[src/shared/spt_pkg.sv]
// shared constants and types for the step angle, phase table and fault logic
package spt_pkg;

	// ----------------------------------------------------------------
	// serial word layout
	// ----------------------------------------------------------------
	localparam int          WORD_W       = 16;
	localparam int          ID_HI        = 15;
	localparam int          ID_LO        = 14;
	localparam logic [1:0]  ID_RUN       = 2'h2;
	localparam logic [1:0]  ID_TABLE     = 2'h3;
	localparam int          DECAY_HI     = 7;
	localparam int          DECAY_LO     = 6;
	localparam int          DELTA_HI     = 5;
	localparam int          DELTA_LO     = 0;
	localparam int          PARITY_BIT   = 6;
	localparam int          ENTRY_HI     = 5;
	localparam int          ENTRY_LO     = 0;

	// ----------------------------------------------------------------
	// angle and table geometry
	// ----------------------------------------------------------------
	localparam int          ANGLE_W      = 6;
	localparam int          MAG_W        = 6;
	localparam int          ENTRIES      = 16;
	localparam int          IDX_W        = 4;
	localparam logic [5:0]  QUARTER      = 6'h10;
	localparam logic [5:0]  FULL_OFFSET  = 6'h08;
	localparam logic [4:0]  HALF_ZERO    = 5'h00;
	localparam logic [4:0]  HALF_PEAK    = 5'h10;
	localparam logic [4:0]  HALF_MIRROR  = 5'h1F;
	localparam logic [5:0]  MAG_DEFAULT  = 6'h20;
	localparam logic [5:0]  ANGLE_RESET  = 6'h00;

	// ----------------------------------------------------------------
	// reset values
	// ----------------------------------------------------------------
	localparam logic [1:0]  DECAY_RESET  = 2'h1;
	localparam logic [15:0] FAULT_POR    = 16'hFFFF;
	localparam logic [15:0] FAULT_CLEAR  = 16'h0000;

	// ----------------------------------------------------------------
	// fault register 0 bit positions
	// ----------------------------------------------------------------
	localparam int          F_SUMMARY    = 15;
	localparam int          F_THERM_HI   = 14;
	localparam int          F_THERM_LO   = 13;
	localparam int          F_SUP_HIGH   = 12;
	localparam int          F_SUP_LOW    = 11;
	localparam int          F_HALT       = 10;
	localparam int          F_OPEN_B     = 9;
	localparam int          F_OPEN_A     = 8;
	localparam int          F_OC_HI      = 7;
	localparam int          F1_ANGLE_HI  = 5;

	// ----------------------------------------------------------------
	// timing
	// ----------------------------------------------------------------
	localparam int          CLK_PERIOD_PS = 5000;
	localparam int          RST_PULSE_NS  = 1;
	localparam int          RST_CYCLES    =
		(RST_PULSE_NS * 1000 + CLK_PERIOD_PS - 1) / CLK_PERIOD_PS;
	localparam int          RST_CNT_W     = 8;

	// ----------------------------------------------------------------
	// modes
	// ----------------------------------------------------------------
	typedef enum logic [1:0] {
		SPT_DECAY_SLOW,
		SPT_DECAY_MIXED_FIXED,
		SPT_DECAY_MIXED_AUTO,
		SPT_DECAY_FAST
	} spt_decay_e;

	typedef enum logic [1:0] {
		SPT_MS_FULL,
		SPT_MS_HALF,
		SPT_MS_QUARTER,
		SPT_MS_SIXTEENTH
	} spt_microstep_e;

	typedef enum logic [1:0] {
		SPT_THERM_NONE,
		SPT_THERM_COLD,
		SPT_THERM_HOT,
		SPT_THERM_SHUTDOWN
	} spt_thermal_e;

endpackage

[src/shared/spt_table_if.sv]
// carrier between the step logic and the phase table memory
`timescale 1ns/1ps
interface spt_table_if;
	import spt_pkg::*;
	logic             wr_en;
	logic [IDX_W-1:0] wr_idx;
	logic [MAG_W-1:0] wr_mag;
	logic [IDX_W-1:0] rd_idx_a;
	logic [IDX_W-1:0] rd_idx_b;
	logic [MAG_W-1:0] rd_mag_a;
	logic [MAG_W-1:0] rd_mag_b;

	modport mem (
		input  wr_en, wr_idx, wr_mag, rd_idx_a, rd_idx_b,
		output rd_mag_a, rd_mag_b
	);
	modport core (
		output wr_en, wr_idx, wr_mag, rd_idx_a, rd_idx_b,
		input  rd_mag_a, rd_mag_b
	);
endinterface

[src/spt_core.sv]
// step angle, phase current table and diagnostic fault logic
// Overview of operation
// [RULE1] decay selector: slow, mixed fixed, mixed auto, fast
// [RULE2] step delta is signed, added to angle
// [RULE3] angle indexes 64 positions, 0 to 63
// [RULE4] sixteen microsteps per step, four per cycle
// [RULE5] table word: 11 tag, odd parity, magnitude
// [RULE6] sixteen entries shared by symmetry over angles
// [RULE7] zero and last entry at quarter points
// [RULE8] each angle step is 5.625 degrees
// [RULE9] each phase reference is six bits
// [RULE10] fault register 0 bit order fixed
// [RULE11] fault register 1 adds angle readback
// [RULE12] thermal code: none, cold, hot, shutdown
// [RULE13] supply high and supply low flags
// [RULE14] stall and per-phase open load flags
// [RULE15] controller spaces step pulses and strobe
// [RULE16] motion only by changing the angle
// [RULE17] angle updates wrap modulo 64
// [RULE18] summary flag covers faults and serial errors
// [RULE19] diagnostics clear per access and reset pin
// [RULE20] table survives reset pin, not power-on
// [RULE21] phase current signs per half cycle
// [RULE22] even parity table word rejected and flagged
`timescale 1ns/1ps
module spt_core
	import spt_pkg::*;
#(
	parameter int RST_LOW_CYCLES = RST_CYCLES
)(
	input  wire logic               sys_clk_i,
	input  wire logic               rstn_i,
	input  wire logic               reset_pin_n_i,
	input  wire logic [WORD_W-1:0]  ser_word_i,
	input  wire logic               ser_write_i,
	input  wire logic               ser_access_done_i,
	input  wire logic               ser_write_err_i,
	input  wire logic               step_i,
	input  wire logic               dir_i,
	input  wire logic [1:0]         microstep_i,
	input  wire logic [1:0]         thermal_i,
	input  wire logic               supply_high_i,
	input  wire logic               motor_supply_low_i,
	input  wire logic               regulator_supply_low_i,
	input  wire logic               rotor_halt_i,
	input  wire logic               open_load_a_i,
	input  wire logic               open_load_b_i,
	input  wire logic [7:0]         overcurrent_i,
	output logic [1:0]              decay_select_o,
	output logic [ANGLE_W-1:0]      step_angle_o,
	output logic [MAG_W-1:0]        phase_a_mag_o,
	output logic                    phase_a_neg_o,
	output logic [MAG_W-1:0]        phase_b_mag_o,
	output logic                    phase_b_neg_o,
	output logic [WORD_W-1:0]       fault_flags_primary_o,
	output logic [WORD_W-1:0]       fault_flags_with_angle_o,
	output logic                    parity_err_o
);

	spt_table_if tbl ();

	logic [ANGLE_W-1:0] step_angle;
	logic [1:0]         decay_select;
	logic [14:0]        fault_bits;
	logic               serial_err;
	logic               step_prev;
	logic [RST_CNT_W-1:0] rst_low_cnt;
	logic               pin_clear;
	logic               diag_clear;
	logic               is_run;
	logic               is_table;
	logic               parity_ok;
	logic [IDX_W-1:0]   load_idx;
	logic               step_edge;
	logic [ANGLE_W-1:0] grid;
	logic [ANGLE_W-1:0] offset;
	logic [ANGLE_W-1:0] rel;
	logic [ANGLE_W-1:0] next_angle;
	logic [ANGLE_W-1:0] angle_b;
	logic [14:0]        fault_events;

	// ----------------------------------------------------------------
	// word decode
	// ----------------------------------------------------------------
	assign is_run    = ser_write_i && ser_word_i[ID_HI:ID_LO] == ID_RUN;
	assign is_table  = ser_write_i && ser_word_i[ID_HI:ID_LO] == ID_TABLE; // [RULE5]
	assign parity_ok = ^ser_word_i; // odd count of ones [RULE22]

	// reset pin held low long enough
	always_ff @(posedge sys_clk_i or negedge rstn_i) begin
		if (!rstn_i) begin
			rst_low_cnt <= '0;
			pin_clear   <= 1'b0;
		end else if (reset_pin_n_i) begin
			rst_low_cnt <= '0;
			pin_clear   <= 1'b0;
		end else if (rst_low_cnt >= RST_CNT_W'(RST_LOW_CYCLES - 1)) begin
			pin_clear   <= 1'b1;
		end else begin
			rst_low_cnt <= rst_low_cnt + 1'b1;
		end
	end

	assign diag_clear = ser_access_done_i || pin_clear; // [RULE19]

	// ----------------------------------------------------------------
	// decay selection
	// ----------------------------------------------------------------
	always_ff @(posedge sys_clk_i or negedge rstn_i) begin
		if (!rstn_i) begin
			decay_select <= DECAY_RESET; // mixed, fixed fast time [RULE1]
		end else if (pin_clear) begin
			decay_select <= DECAY_RESET;
		end else if (is_run) begin
			decay_select <= ser_word_i[DECAY_HI:DECAY_LO]; // [RULE1]
		end
	end

	// ----------------------------------------------------------------
	// step pulse translator
	// ----------------------------------------------------------------
	always_ff @(posedge sys_clk_i or negedge rstn_i) begin
		if (!rstn_i) begin
			step_prev <= 1'b0;
		end else begin
			step_prev <= step_i;
		end
	end

	assign step_edge = step_i && !step_prev;

	// grid spacing and offset per microstep mode
	always_comb begin
		offset = '0;
		case (spt_microstep_e'(microstep_i))
			SPT_MS_FULL: begin
				grid   = QUARTER;
				offset = FULL_OFFSET;
			end
			SPT_MS_HALF:    grid = 6'h08;
			SPT_MS_QUARTER: grid = 6'h04;
			default:        grid = 6'h01; // sixteenth [RULE4]
		endcase
	end

	// next grid position, moving off-grid angles to the next one in the step direction
	always_comb begin
		rel = step_angle - offset;
		if (dir_i) begin
			next_angle = (rel & ~(grid - 6'h01)) + grid + offset; // [RULE17]
		end else if ((rel & (grid - 6'h01)) == 6'h00) begin
			next_angle = rel - grid + offset; // [RULE17]
		end else begin
			next_angle = (rel & ~(grid - 6'h01)) + offset;
		end
	end

	// ----------------------------------------------------------------
	// step angle number, 5.625 degrees per count
	// ----------------------------------------------------------------
	always_ff @(posedge sys_clk_i or negedge rstn_i) begin
		if (!rstn_i) begin
			step_angle <= ANGLE_RESET;
		end else if (pin_clear) begin
			step_angle <= ANGLE_RESET;
		end else if (is_run) begin
			// signed delta, 6-bit sum wraps [RULE2] [RULE16] [RULE17] [RULE3] [RULE8]
			step_angle <= step_angle + ser_word_i[DELTA_HI:DELTA_LO];
		end else if (step_edge) begin
			step_angle <= next_angle; // [RULE16] [RULE15]
		end
	end

	// ----------------------------------------------------------------
	// table load
	// ----------------------------------------------------------------
	always_ff @(posedge sys_clk_i or negedge rstn_i) begin
		if (!rstn_i) begin
			load_idx <= '0;
		end else if (pin_clear) begin
			load_idx <= '0;
		end else if (is_table && parity_ok) begin
			load_idx <= load_idx + 1'b1;
		end
	end

	assign tbl.wr_en  = is_table && parity_ok; // [RULE22] [RULE20]
	assign tbl.wr_idx = load_idx;
	assign tbl.wr_mag = ser_word_i[ENTRY_HI:ENTRY_LO]; // [RULE9]

	// entry lookup by half-cycle symmetry
	function automatic logic [IDX_W-1:0] entry_of(input logic [ANGLE_W-1:0] ang);
		logic [4:0] p;
		p = ang[4:0];
		if (p <= HALF_PEAK) begin
			entry_of = IDX_W'(p - 5'h01); // rising quarter [RULE6]
		end else begin
			entry_of = IDX_W'(HALF_MIRROR - p); // falling quarter [RULE6]
		end
	endfunction

	assign angle_b      = step_angle + QUARTER; // phase B leads by a quarter
	assign tbl.rd_idx_a = entry_of(step_angle);
	assign tbl.rd_idx_b = entry_of(angle_b);

	spt_table_mem u_mem (
		.sys_clk_i (sys_clk_i),
		.rstn_i    (rstn_i),
		.tbl       (tbl.mem)
	);

	// signs and zero points, aligned with the registered reads
	logic zero_a, neg_a;
	logic zero_b, neg_b;
	always_ff @(posedge sys_clk_i or negedge rstn_i) begin
		if (!rstn_i) begin
			zero_a <= 1'b1;
			zero_b <= 1'b0;
			neg_a  <= 1'b0;
			neg_b  <= 1'b0;
		end else begin
			zero_a <= step_angle[4:0] == HALF_ZERO; // [RULE7]
			zero_b <= angle_b[4:0] == HALF_ZERO; // [RULE7]
			neg_a  <= step_angle[5] && step_angle[4:0] != HALF_ZERO; // [RULE21]
			neg_b  <= angle_b[5] && angle_b[4:0] != HALF_ZERO; // [RULE21]
		end
	end

	// sign and magnitude leave together, so no wrong-sign cycle
	always_ff @(posedge sys_clk_i or negedge rstn_i) begin
		if (!rstn_i) begin
			{phase_a_neg_o, phase_a_mag_o} <= '0;
			{phase_b_neg_o, phase_b_mag_o} <= '0;
		end else begin
			{phase_a_neg_o, phase_a_mag_o} <= {neg_a, (zero_a ? 6'h00 : tbl.rd_mag_a)}; // [RULE7] [RULE9]
			{phase_b_neg_o, phase_b_mag_o} <= {neg_b, (zero_b ? 6'h00 : tbl.rd_mag_b)}; // [RULE7] [RULE9]
		end
	end

	// ----------------------------------------------------------------
	// diagnostics
	// ----------------------------------------------------------------
	assign fault_events = {
		thermal_i,                                   // [RULE12]
		supply_high_i,                               // [RULE13]
		motor_supply_low_i | regulator_supply_low_i, // [RULE13]
		rotor_halt_i,                                // [RULE14]
		open_load_b_i,                               // [RULE14]
		open_load_a_i,                               // [RULE14]
		overcurrent_i                                // [RULE10]
	};

	// sticky flags, a new event wins over the clear
	always_ff @(posedge sys_clk_i or negedge rstn_i) begin
		if (!rstn_i) begin
			fault_bits <= FAULT_POR[14:0]; // power-on shows all ones
		end else if (diag_clear) begin
			fault_bits <= fault_events; // [RULE19]
		end else begin
			fault_bits <= fault_bits | fault_events; // [RULE10]
		end
	end

	// serial error memory
	always_ff @(posedge sys_clk_i or negedge rstn_i) begin
		if (!rstn_i) begin
			serial_err   <= 1'b1;
			parity_err_o <= 1'b0;
		end else begin
			serial_err   <= (serial_err && !diag_clear) || ser_write_err_i
				|| (is_table && !parity_ok); // [RULE18]
			parity_err_o <= (parity_err_o && !diag_clear)
				|| (is_table && !parity_ok); // [RULE22]
		end
	end

	// register images and plain outputs
	always_ff @(posedge sys_clk_i or negedge rstn_i) begin
		if (!rstn_i) begin
			fault_flags_primary_o    <= FAULT_POR;
			fault_flags_with_angle_o <= {FAULT_POR[15:8], 2'h0, ANGLE_RESET};
			decay_select_o           <= DECAY_RESET;
			step_angle_o             <= ANGLE_RESET;
		end else begin
			fault_flags_primary_o    <= {(|fault_bits) | serial_err, fault_bits}; // [RULE18]
			fault_flags_with_angle_o <= {(|fault_bits) | serial_err,
				fault_bits[14:F_OC_HI + 1], 2'h0, step_angle}; // [RULE11]
			decay_select_o           <= decay_select;
			step_angle_o             <= step_angle;
		end
	end

endmodule

[src/spt_table_mem.sv]
// sixteen entry phase magnitude store with two registered read ports
`timescale 1ns/1ps
module spt_table_mem
	import spt_pkg::*;
(
	input  wire logic sys_clk_i,
	input  wire logic rstn_i,
	spt_table_if.mem  tbl
);

	logic [MAG_W-1:0] entry [ENTRIES];

	// ----------------------------------------------------------------
	// storage, defaults only on power-on reset [RULE20]
	// ----------------------------------------------------------------
	genvar g;
	generate
		for (g = 0; g < ENTRIES; g++) begin : gen_entry
			always_ff @(posedge sys_clk_i or negedge rstn_i) begin
				if (!rstn_i) begin
					entry[g] <= MAG_DEFAULT;
				end else if (tbl.wr_en && tbl.wr_idx == IDX_W'(g)) begin
					entry[g] <= tbl.wr_mag;
				end
			end
		end
	endgenerate

	// registered reads for both phases
	always_ff @(posedge sys_clk_i or negedge rstn_i) begin
		if (!rstn_i) begin
			tbl.rd_mag_a <= '0;
			tbl.rd_mag_b <= '0;
		end else begin
			tbl.rd_mag_a <= entry[tbl.rd_idx_a];
			tbl.rd_mag_b <= entry[tbl.rd_idx_b];
		end
	end

endmodule

[config.mk]
export PLATFORM = sky130hd
export DESIGN_NAME = spt_core
export DESIGN_NICKNAME = d
export VERILOG_FILES = /design/src/shared/spt_pkg.sv /design/src/shared/spt_table_if.sv /design/src/spt_core.sv /design/src/spt_table_mem.sv
export SDC_FILE = /design/constraint.sdc
export NUM_CORES = 1
export LEC_CHECK = 0
export BUFFER_PORTS_ARGS = -buffer_cell sky130_fd_sc_hd__buf_2
export CAP_MARGIN = 20
export CORE_MARGIN = 1.5
export CORE_UTILIZATION = 54
export CTS_CLUSTER_SIZE = 12
export DETAILED_ROUTE_END_ITERATION = 8
export PLACE_DENSITY = 0.77
export SYNTH_ARGS = -nofsm -noshare
export SYNTH_HDL_FRONTEND = slang
export SYNTH_SLANG_ARGS = --single-unit
export TNS_END_PERCENT = 100
[constraint.sdc]
create_clock -name sys_clk_i -period 2.9 [get_ports sys_clk_i]
set_input_delay 0.29 -clock sys_clk_i [delete_from_list [all_inputs] [get_ports sys_clk_i]]
set_output_delay 0.29 -clock sys_clk_i [all_outputs]
set_load 0.01 [all_outputs]
==> flow_summary.yaml, run 1 <==
place:
  dp_hpwl_mm: 14.86
  placed_cells: 976
  dp_slack_ps: 140.5
  placed_cell_area_um2: 10050
  routabilityCongestion: 0.8382
  numPortBuffers: 94
die:
  dieArea_um2: 18020
  die_h_um: 134.2
  coreArea_um2: 16700
  die_width_um: 134.2
  fp-row-count: 47
  num_io_pins: 97
  initial_utilization_pct: 55.69
pwr:
  ir_drop_v: 0.0005129
  swShare_pct: 27.74
  seqPwrFrac_pct: 46.2
  leakage_uw: 0.005117
  power.density_nw_per_um2: 573.8
  p_clk_share_pct: 35.0
  p_switching_uw: 1691
  pwr-share-comb_pct: 18.7
  p_int_uw: 4405
sta:
  fin_crit_ps: 2685
  rsz0062_at_grt: "false"
  worst_slew_pin_slew_ps: 906.7
  skew_ps: 11.84
  finalSetupTns_ps: 0
  maxSlewViolCount: 0
  max_slew_margin_pct: 39.12
  setup_violations: 0
  finalCritPeriodShare_pct: 92.60
  fmax_ghz: 0.3724
  hold_viol: 0
  fin_ws_ps: 214.7
cts:
  clkLatencyLatePin_ps: 440
  numCtsBuffers: 17
  clkSinkCount: 181
  cts_tree: "built"
  clockBufferDepth: 2
  clk_pin_slew_ps: 60
  cts-root-buf: "clkbuf_16"
  cts_max_level: 4
hold_path:
  hold_path_class: "in -> reg"
yosys:
  synth_enable_flop_cells: 0
  ys_ff_latch: 181
  avgSynthCellArea_um2: 13.66
  yosysWarnings: 0
  synth-seq-area-share_pct: 49.39
  synthesis.area_um2: 9300
  synthCells: 681
  yosysUniqueCellTypes: 52
  synth_top_flop_cell: "dfrtp_1"
  async_flop_share_pct: 100.0
critical_path:
  critPathMaxFanout: 10
  cp-end-kind: "register"
  crit_type: "reg -> reg"
  startpoint_type: "register"
  cpPeakStageDelay_ps: 530
  cp_cell_sequence: "buf_4 -> ha_1 -> inv_1 -> fa_1 -> nor2b_1 -> o21ai_0 -> a21boi_0 -> nor4_1 -> a2bb2oi_1 -> o32ai_1"
  required_ps: 3230
  crit_slowest_cell: "dfrtp_1"
  critPathArrivalTime_ps: 3010
layout:
  num-fill-cells: 1257
  syn2layout_area_growth_pct: 14.25
  fin_util_pct: 63.62
  nets: 857
  fin_cells: 1012
  drive_gt1_share_pct: 46.46
  final_area_um2: 10630
  diodes: 0
route:
  drc_errors: 0
  drt_iter0_markers: 390
  dr.pass1.iters: 5
  vias_per_cell: 5.917
  ant_nets: 0
  routedWlPerCell_um: 20.68
  wl_met2_mm: 10.19
  top_layer: "met4"
  wl_met1_mm: 9.083
  wl_met3_mm: 1.178
  routed_wl_mm: 20.93
  via_count: 5988
global_route:
  grt_pass1_wl_mm: 34.47
  track_usage_pct: 25.39
  grt_pass1_vias: 6395
  grt_start_max_net_pins: 75
  grt_antenna_before_repair: 0
  overflow: 0
flow_run:
  max_cap_viol_count: 0
status:
  status: "finished, final reports clean"
-- placed cells by master (no fill, tap or decap), types with 16 or more instances in the layout --
master / netlist / layout
buf_4: 16 / 23
buf_2: 8 / 93
ha_1: 34 / 34
nor2_1: 20 / 20
nor2b_1: 16 / 16
dfrtp_1: 130 / 130
nor2_2: 16 / 16
inv_1: 20 / 19
clkbuf_16: 0 / 17
nand2_1: 20 / 20
o21ai_0: 17 / 17
mux2_2: 103 / 103
mux4_2: 48 / 48
mux2i_1: 26 / 26
a21o_1: 21 / 21
xnor2_1: 19 / 19
dfstp_2: 51 / 51
-- registers in the layout, indices dropped and copies added (netlist names), 2 cells and up --
name	cells
step_angle	6
decay_select_o	2
u_mem.tbl.rd_mag_a	6
fault_flags_with_angle_o	2
phase_b_mag_o	6
u_mem.entry	96
load_idx	4
u_mem.tbl.rd_mag_b	6
fault_flags_primary_o	15
step_angle_o	5
decay_select	2
phase_a_mag_o	6
fault_bits	15
-- final timing paths --
kind,from,to,slack (ps),depth (start not counted)
max,step_angle[2]$_DFFE_PN0P_,step_angle[5]$_DFFE_PN0P_,210,10
min,open_load_b_i,fault_bits[9]$_DFF_PN1_,40,2
max reg2reg,step_angle[2]$_DFFE_PN0P_,step_angle[5]$_DFFE_PN0P_,210,10
min reg2reg,neg_a$_DFF_PN0_,phase_a_neg_o$_DFF_PN0_,360,0
max in group asynchronous,rstn_i,u_mem.entry[68]$_DFFE_PN0P_,1660,3
min in group asynchronous,rstn_i,fault_flags_with_angle_o[5]$_DFF_PN0_,460,2
-- area by class of cell --
class	instances	area (µm²)	area share, %
Tap cell	220	275.3	2.591
Sequential cell	181	4593	43.23
Timing Repair Buffer	123	739.5	6.959
Inverter	20	75.07	0.7065
Clock inverter	12	105.1	0.9892
Clock buffer	20	436.7	4.110
Multi-Input combinational cell	436	4400	41.42
-- power by group through the flow --
stage               Combinational, µW  Sequential (µW)  Clock, µW
floorplan                         760             2840          0
global placement                 1090             2840          0
detailed placement               1130             2870          0
CTS                              1140             2820       2170
global route                     1240             2840       2290
finish                           1140             2820       2140
-- per-layer routing --
| metal | vias to the layer above | track usage (%) |
|---|---|---|
| met5 | - | 0 |
| met4 | 0 | 9.498 |
| met3 | 35 | 5.178 |
| met2 | 190 | 41.74 |
| met1 | 3093 | 33.54 |
| li1 | 2670 | - |
-- cells in the mapped netlist, types with 4 or more instances --
cell | number | share of area, %
and3_1 | 4 | 0.27
ha_1 | 34 | 4.6
inv_1 | 20 | 0.81
mux2i_1 | 26 | 2.8
xnor2_1 | 19 | 1.8
nand2b_1 | 6 | 0.40
buf_4 | 16 | 1.3
nor4_1 | 5 | 0.34
dfrtp_1 | 130 | 35
a21o_1 | 21 | 1.7
nor2b_1 | 16 | 1.1
dfstp_2 | 51 | 14
mux4_2 | 48 | 12
nand2_1 | 20 | 0.81
a31oi_1 | 4 | 0.27
a21oi_1 | 14 | 0.75
mux2_2 | 103 | 12
o21ai_0 | 17 | 0.91
xor2_1 | 7 | 0.66
nor2_1 | 20 | 0.81
buf_2 | 8 | 0.43
clkbuf_1 | 21 | 0.85
nand3_1 | 7 | 0.38
nor2_2 | 16 | 1.1
nor3_1 | 4 | 0.22
-- through the flow --
step | total power [µW] | hold WS (ps)
2_1_floorplan | 3599 | -5.591
3_3_place_gp | 3940 | 332.8
3_5_place_dp | 3995 | 351.0
4_1_cts | 6137 | 29.31
5_1_grt | 6364 | 34.42
6_report | 6096 | 44.06
-- cell families (layout without fill, tap and decap cells) --
kind of cell	Yosys count	count (layout)	share of synthesized area, %
other	1	2	0.04032
AND/OR/NAND/NOR	111	111	6.296
AO/OA/AOI/OAI	81	81	5.826
multiplexers	177	177	26.89
XOR/XNOR	29	29	3.175
flip-flops	181	181	49.39
adder cells (fa/ha/maj)	36	36	5.005
buffers and inverters	65	175	3.377
-- what timing repair did --
action                    CTS  global route
gates resized for setup     0             0
hold endpoints to repair   62             0
setup buffers               0             0
hold buffers                3             0
-- worst max-delay path, delay by kind of cell, from the launching register on --
kind	cells	cell delay [ps]
buffers and inverters	2	290
AOI/OAI and AO/OA	4	820
and+or+nand+nor	2	220
adders and majority gates	2	720
DFF	1	530
No activity file was read; power rests on OpenSTA's default activity.
==> inputs of run 2 (changes only) <==
--- a/config.mk
+++ b/config.mk
@@ -5,13 +5,13 @@
 export SDC_FILE = /design/constraint.sdc
 export NUM_CORES = 1
 export LEC_CHECK = 0
-export BUFFER_PORTS_ARGS = -buffer_cell sky130_fd_sc_hd__buf_2
 export CAP_MARGIN = 20
 export CORE_MARGIN = 1.5
-export CORE_UTILIZATION = 54
+export CORE_UTILIZATION = 55
 export CTS_CLUSTER_SIZE = 12
 export DETAILED_ROUTE_END_ITERATION = 8
-export PLACE_DENSITY = 0.77
+export DONT_BUFFER_PORTS = 1
+export PLACE_DENSITY = 0.73
 export SYNTH_ARGS = -nofsm -noshare
 export SYNTH_HDL_FRONTEND = slang
 export SYNTH_SLANG_ARGS = --single-unit
==> constraint.sdc (replaced) <==
create_clock -name sys_clk_i -period 2.9 [get_ports sys_clk_i]
set_input_delay 0.87 -clock sys_clk_i [delete_from_list [all_inputs] [get_ports sys_clk_i]]
set_output_delay 0.87 -clock sys_clk_i [all_outputs]
set_load 0.01 [all_outputs]
==> run 2 against run 1 <==
Non-clock buffer count fell by 84. Critical path depth down 2. Die area fell by 1.8%. Critical path type unchanged.
==> flow_summary.yaml, run 2 (synthesized netlist as in run 1, its figures left out) <==
die:
  die_h_um: 133.0
  coreArea_um2: 16520
  fp-row-count: 47
  dieArea_um2: 17700
  die_width_um: 133.0
  num_io_pins: 97
  initial_utilization_pct: 56.28
critical_path:
  critPathArrivalTime_ps: 2950
  crit_type: "reg -> reg"
  cp_cell_sequence: "inv_1 -> ha_1 -> o21ai_0 -> o21ai_2 -> buf_4 -> mux4_2 -> mux2i_1 -> mux2i_1"
  critPathMaxFanout: 14
  crit_slowest_cell: "dfrtp_1"
  cp-end-kind: "register"
  cpPeakStageDelay_ps: 470
  r2r_slack_ps: 260
  reg2reg_from: "step_angle[1]$_DFFE_PN0P_"
  required_ps: 3210
  worstReg2RegEnd: "u_mem.tbl.rd_mag_b[3]$_DFF_PN0_"
  rr_worst_depth: 8
  startpoint_type: "register"
  crit_path_frequent_cell: "mux2i_1"
layout:
  num-fill-cells: 1215
  largest-register: "u_mem.entry"
  diodes: 0
  fin_util_pct: 62.29
  nets: 773
  final_area_um2: 10290
  most-common-layout-cells: "dfrtp_1, mux2_2, dfstp_2"
  syn2layout_area_growth_pct: 10.68
  drive_gt1_share_pct: 41.95
  largest_reg_flops: 96
  largestRegisters: "u_mem.entry (96), fault_bits (15), fault_flags_primary_o (15)"
  layout_commonest_cell: "dfrtp_1"
cts:
  cts-root-buf: "clkbuf_16"
  numCtsBuffers: 17
  cts_max_level: 4
  cts_tree: "built"
  clkSinkCount: 181
  clkLatencyLatePin_ps: 440
  post_cts_buffers: 0
  postCtsResizedCells: 0
  clk_pin_slew_ps: 70
  clockBufferDepth: 2
  cts_hold_buf: 0
route:
  drt_iter0_markers: 423
  dr.pass1.iters: 4
  ant_nets: 0
  via_count: 5750
  routed_wl_mm: 20.62
  drc_errors: 0
  vias_per_cell: 6.196
  routedWlPerCell_um: 22.21
global_route:
  overflow: 0
  grt_start_max_net_pins: 182
  grt_antenna_before_repair: 0
  grt_pass1_vias: 6187
  track_usage_pct: 25.19
  grt_pass1_wl_mm: 33.48
hold_path:
  hold_path_class: "in -> async"
pwr:
  leakage_uw: 0.004819
  power.density_nw_per_um2: 603.8
  ir_drop_v: 0.0005321
place:
  placed_cell_area_um2: 9679
  numPortBuffers: 0
  dp_hpwl_mm: 14.23
  dp_slack_ps: -79.95
  routabilityCongestion: 0.8779
sta:
  skew_ps: 9.402
  max_slew_margin_pct: 30.95
  worst_slew_pin_slew_ps: 1028
  rsz0062_at_grt: "false"
  finalCritPeriodShare_pct: 91.03
  setup_violations: 0
  fin_ws_ps: 260.0
  hold_viol: 0
  fin_crit_ps: 2640
  fmax_ghz: 0.3788
  holdWs_ps: 122.8
  maxSlewViolCount: 0
flow_run:
  max_cap_viol_count: 0
status:
  status: "finished, final reports clean"
==> run 2: cell count changes in the layout (fill, tap and decap cells not counted), sizes merged, moves of 3 or more <==
cell | before | now
buf | 120 | 39
clkbuf | 20 | 17
clkinv | 6 | 1
clkinvlp | 3 | 0
dlygate4sd3 | 3 | 0
inv | 22 | 32
==> run 2: cell type report <==
cell class                 count  area, µm²  area share (%)
multi-input combinational    436       4425           42.99
clock buffer                  17      425.4           4.133
inverter                      20      75.07          0.7293
sequential                   181       4593           44.62
clock inverter                15      181.4           1.762
timing repair buffer          39      317.8           3.087
tap                          220      275.3           2.674
==> run 2: metal layers <==
layer | global-route usage (%) | vias to the layer above | part of all wire (%)
li1 | - | 2505 | -
met1 | 32.11 | 3027 | 41
met2 | 42.88 | 188 | 51
met3 | 5.249 | 30 | 5.9
met4 | 8.974 | 0 | 2.1
met5 | 0 | - | 0
==> run 2: how the worst max path moves through the flow <==
stage / startpoint / endpoint / slack (ps) / cells past startpoint
2_1_floorplan: microstep_i[1] / step_angle[5]$_DFFE_PN0P_ / -40 / 13
3_3_place_gp: ser_word_i[14] / u_mem.entry[30]$_DFFE_PN0P_ / 60 / 8
3_5_place_dp: microstep_i[0] / step_angle[5]$_DFFE_PN0P_ / -80 / 11
4_1_cts: step_angle[1]$_DFFE_PN0P_ / u_mem.tbl.rd_mag_b[3]$_DFF_PN0_ / 220 / 8
5_1_grt: step_angle[1]$_DFFE_PN0P_ / u_mem.tbl.rd_mag_b[3]$_DFF_PN0_ / 40 / 8
6_report: step_angle[1]$_DFFE_PN0P_ / u_mem.tbl.rd_mag_b[3]$_DFF_PN0_ / 260 / 8
==> run 2: where the power goes <==
part           internal (µW)  total, µW  switching (µW)  leakage, µW
Combinational            493        972             479      0.00219
Clock                   1310       2390            1080     0.000305
Sequential              2710       2850             145      0.00232
Total                   4510       6220            1700      0.00482
==> run 2: critical path, delay by kind of cell (launching register included) <==
family                     cells  cell delay (ps)
AOI/OAI and AO/OA              2              430
adders and majority gates      1              340
buffers and inverters          2              570
DFF                            1              470
muxes                          3              690
==> run 2: per-stage QoR <==
stage	TNS, ps	std cells	total power [µW]
floorplan	-38.80	682	3612
global placement	0	895	3812
detailed placement	-89.37	895	3861
CTS	0	927	6257
global route	0	928	6469
finish	0	928	6215
==> inputs of run 3 (changes only) <==
--- a/config.mk
+++ b/config.mk
@@ -5,6 +5,7 @@
 export SDC_FILE = /design/constraint.sdc
 export NUM_CORES = 1
 export LEC_CHECK = 0
+export ABC_AREA = 1
 export CAP_MARGIN = 20
 export CORE_MARGIN = 1.5
 export CORE_UTILIZATION = 55
==> run 3 against run 2 <==
Combinational power grew 78%. Synthesized cell count rose by 78%. Fmax rose by 12%. Highest routed layer unchanged.
==> flow_summary.yaml, run 3 <==
global_route:
  grt_start_max_net_pins: 182
  grt_pass1_vias: 7596
  grt_pass1_wl_mm: 38.83
  track_usage_pct: 26.49
  grt_antenna_before_repair: 1
  overflow: 0
layout:
  drive_gt1_share_pct: 9.959
  largest_reg_flops: 96
  most-common-layout-cells: "nand2_1, nand3_1, dfrtp_1"
  seqCellArea_um2: 4594
  largestRegisters: "u_mem.entry (96), fault_bits (15), fault_flags_primary_o (15)"
  num-fill-cells: 1517
  final_area_um2: 10540
  largest-register: "u_mem.entry"
  layout_commonest_cell: "nand2_1"
  nets: 1270
  syn2layout_area_growth_pct: 6.364
  multi_input_area_um2: 4526
die:
  num_io_pins: 97
  fp-row-count: 48
  initial_utilization_pct: 56.70
  die_width_um: 137.2
  dieArea_um2: 18830
  coreArea_um2: 17480
  die_h_um: 137.2
sta:
  rsz0062_at_grt: "false"
  skew_ps: 11.57
  maxSlewViolCount: 0
  setup_violations: 0
  max_slew_margin_pct: 51.40
  hold_viol: 0
  finalCritPeriodShare_pct: 81.21
  fin_crit_ps: 2355
  finalSetupTns_ps: 0
  holdWs_ps: 128.1
  worst_slew_pin_slew_ps: 729.0
  fmax_ghz: 0.4246
  fin_ws_ps: 545.0
yosys:
  yosysWarnings: 0
  synth_enable_flop_cells: 0
  yosysTopAreaCell: "dfrtp_1"
  ys_ff_latch: 181
  synthesis.area_um2: 9910
  synthTopCellsByArea: "dfrtp_1, nand2_1, dfstp_2, nand3_1, mux2i_1"
  synthCells: 1215
  async_flop_share_pct: 100.0
  synth_top_flop_cell: "dfrtp_1"
  synth_most_common_cell: "nand2_1"
  avgSynthCellArea_um2: 8.156
  synth_common_cells: "nand2_1, nand3_1, dfrtp_1, inv_1, nor2_1"
  yosysUniqueCellTypes: 38
  synth_top_area_share_pct: 32.83
  synth-seq-area-share_pct: 46.35
cts:
  clockBufferDepth: 2
  clkLatencyLatePin_ps: 440
  clk_pin_slew_ps: 70
  cts_tree: "built"
  numCtsBuffers: 17
  cts_max_level: 4
  post_cts_buffers: 0
  postCtsResizedCells: 0
  cts_hold_buf: 0
  clkSinkCount: 181
  cts-root-buf: "clkbuf_16"
place:
  placed_cell_area_um2: 9906
  dp_hpwl_mm: 15.97
  numPortBuffers: 0
  routabilityCongestion: 0.8888
  dp_slack_ps: 94.05
route:
  routedWlPerCell_um: 16.57
  wl_met2_mm: 11.16
  drc_errors: 0
  routed_wl_mm: 23.72
  ant_nets: 0
  vias_per_cell: 5.563
  drt_iter0_markers: 758
  wl_met1_mm: 10.50
  dr.pass1.iters: 5
  via_count: 7961
  top_layer: "met4"
  wl_met3_mm: 1.635
hold_path:
  hold_path_class: "in -> async"
pwr:
  power.density_nw_per_um2: 680.4
  leakage_uw: 0.005663
  power_uw: 7171
  ir_drop_v: 0.0004817
flow_run:
  max_cap_viol_count: 0
critical_path:
  cp-end-kind: "register"
  critPathArrivalTime_ps: 2730
  crit_type: "in -> reg"
  startpoint_type: "primary input"
  required_ps: 3270
  critPathMaxFanout: 76
status:
  status: "finished, final reports clean"
==> run 3: changes by cell type in the layout (fill, tap and decap cells not counted), moves of 17 or more <==
cell	change
nor2_1	+38
mux2_2	-103
mux4_2	-48
nand2_1	+404
nand3_1	+201
mux2i_1	+22
inv_1	+66
nand4_1	+17
==> run 3: report_power, final <==
part           switching, µW  leakage (µW)  internal, µW  total [µW]
registers                198       0.00230          2820        3020
logic                   1130       0.00306           602        1730
clock network           1210      0.000305          1210        2420
total                   2540       0.00566          4630        7170
==> run 3: cell families (layout without fill, tap and decap cells) <==
kind of cell	count (synthesis)	count (layout)	share of synthesized area, %
simple gates	731	731	31.65
flops	181	181	46.35
buf+inv	152	141	8.043
compound gates	51	51	3.043
mux	48	48	4.848
fa+ha+maj	36	36	4.697
xor+xnor	15	15	1.326
other cells	1	3	0.03784
==> run 3: cell type report <==
cell class	count	share of cell area, %
sequential	181	43.59
multi-input combinational	883	42.94
clock buffer	17	4.036
inverter	87	3.098
tap	225	2.671
clock inverter	15	1.959
timing repair buffer	22	1.686
antenna	1	0.02374
==> run 3: through the flow <==
stage                     util, %  instances
after floorplan                 -       1216
after global placement      56.68       1398
after detailed placement    56.68       1398
after CTS                   60.30       1430
after global routing        60.31       1431
final                       60.31       1431
==> run 3: worst max-delay path, cell delays in order <==
cell and delay [ps]:
inv_1 30, ha_1 320, inv_1 80, nand2_1 60
nand2_1 60, nand2_1 40, nand2_1 50, nand2_1 50
nand2_1 120, inv_1 90, nand2_4 210, nand2_4 100
nor2_8 110, buf_12 290, nand3_1 130, nand2_1 70
==> run 3: routing by layer <==
layer,vias up,track usage [%]
li1,3873,-
met1,3762,36.97
met2,290,41.71
met3,36,5.114
met4,0,8.596
met5,-,0
==> run 3: final timing paths <==
path | from | endpoint | slack (ps) | cells past startpoint
worst max-delay path | ser_word_i[14] | u_mem.entry[18]$_DFFE_PN0P_ | 550 | 16
worst min-delay path | rstn_i | step_angle[5]$_DFFE_PN0P_ | 130 | 0
worst max register to register | step_angle[0]$_DFFE_PN0P_ | step_angle[5]$_DFFE_PN0P_ | 600 | 14
worst min register to register | neg_b$_DFF_PN0_ | phase_b_neg_o$_DFF_PN0_ | 350 | 0
max in group asynchronous | rstn_i | decay_select[0]$_DFFE_PN1P_ | 2380 | 0
min in group sys_clk_i | neg_b$_DFF_PN0_ | phase_b_neg_o$_DFF_PN0_ | 350 | 0
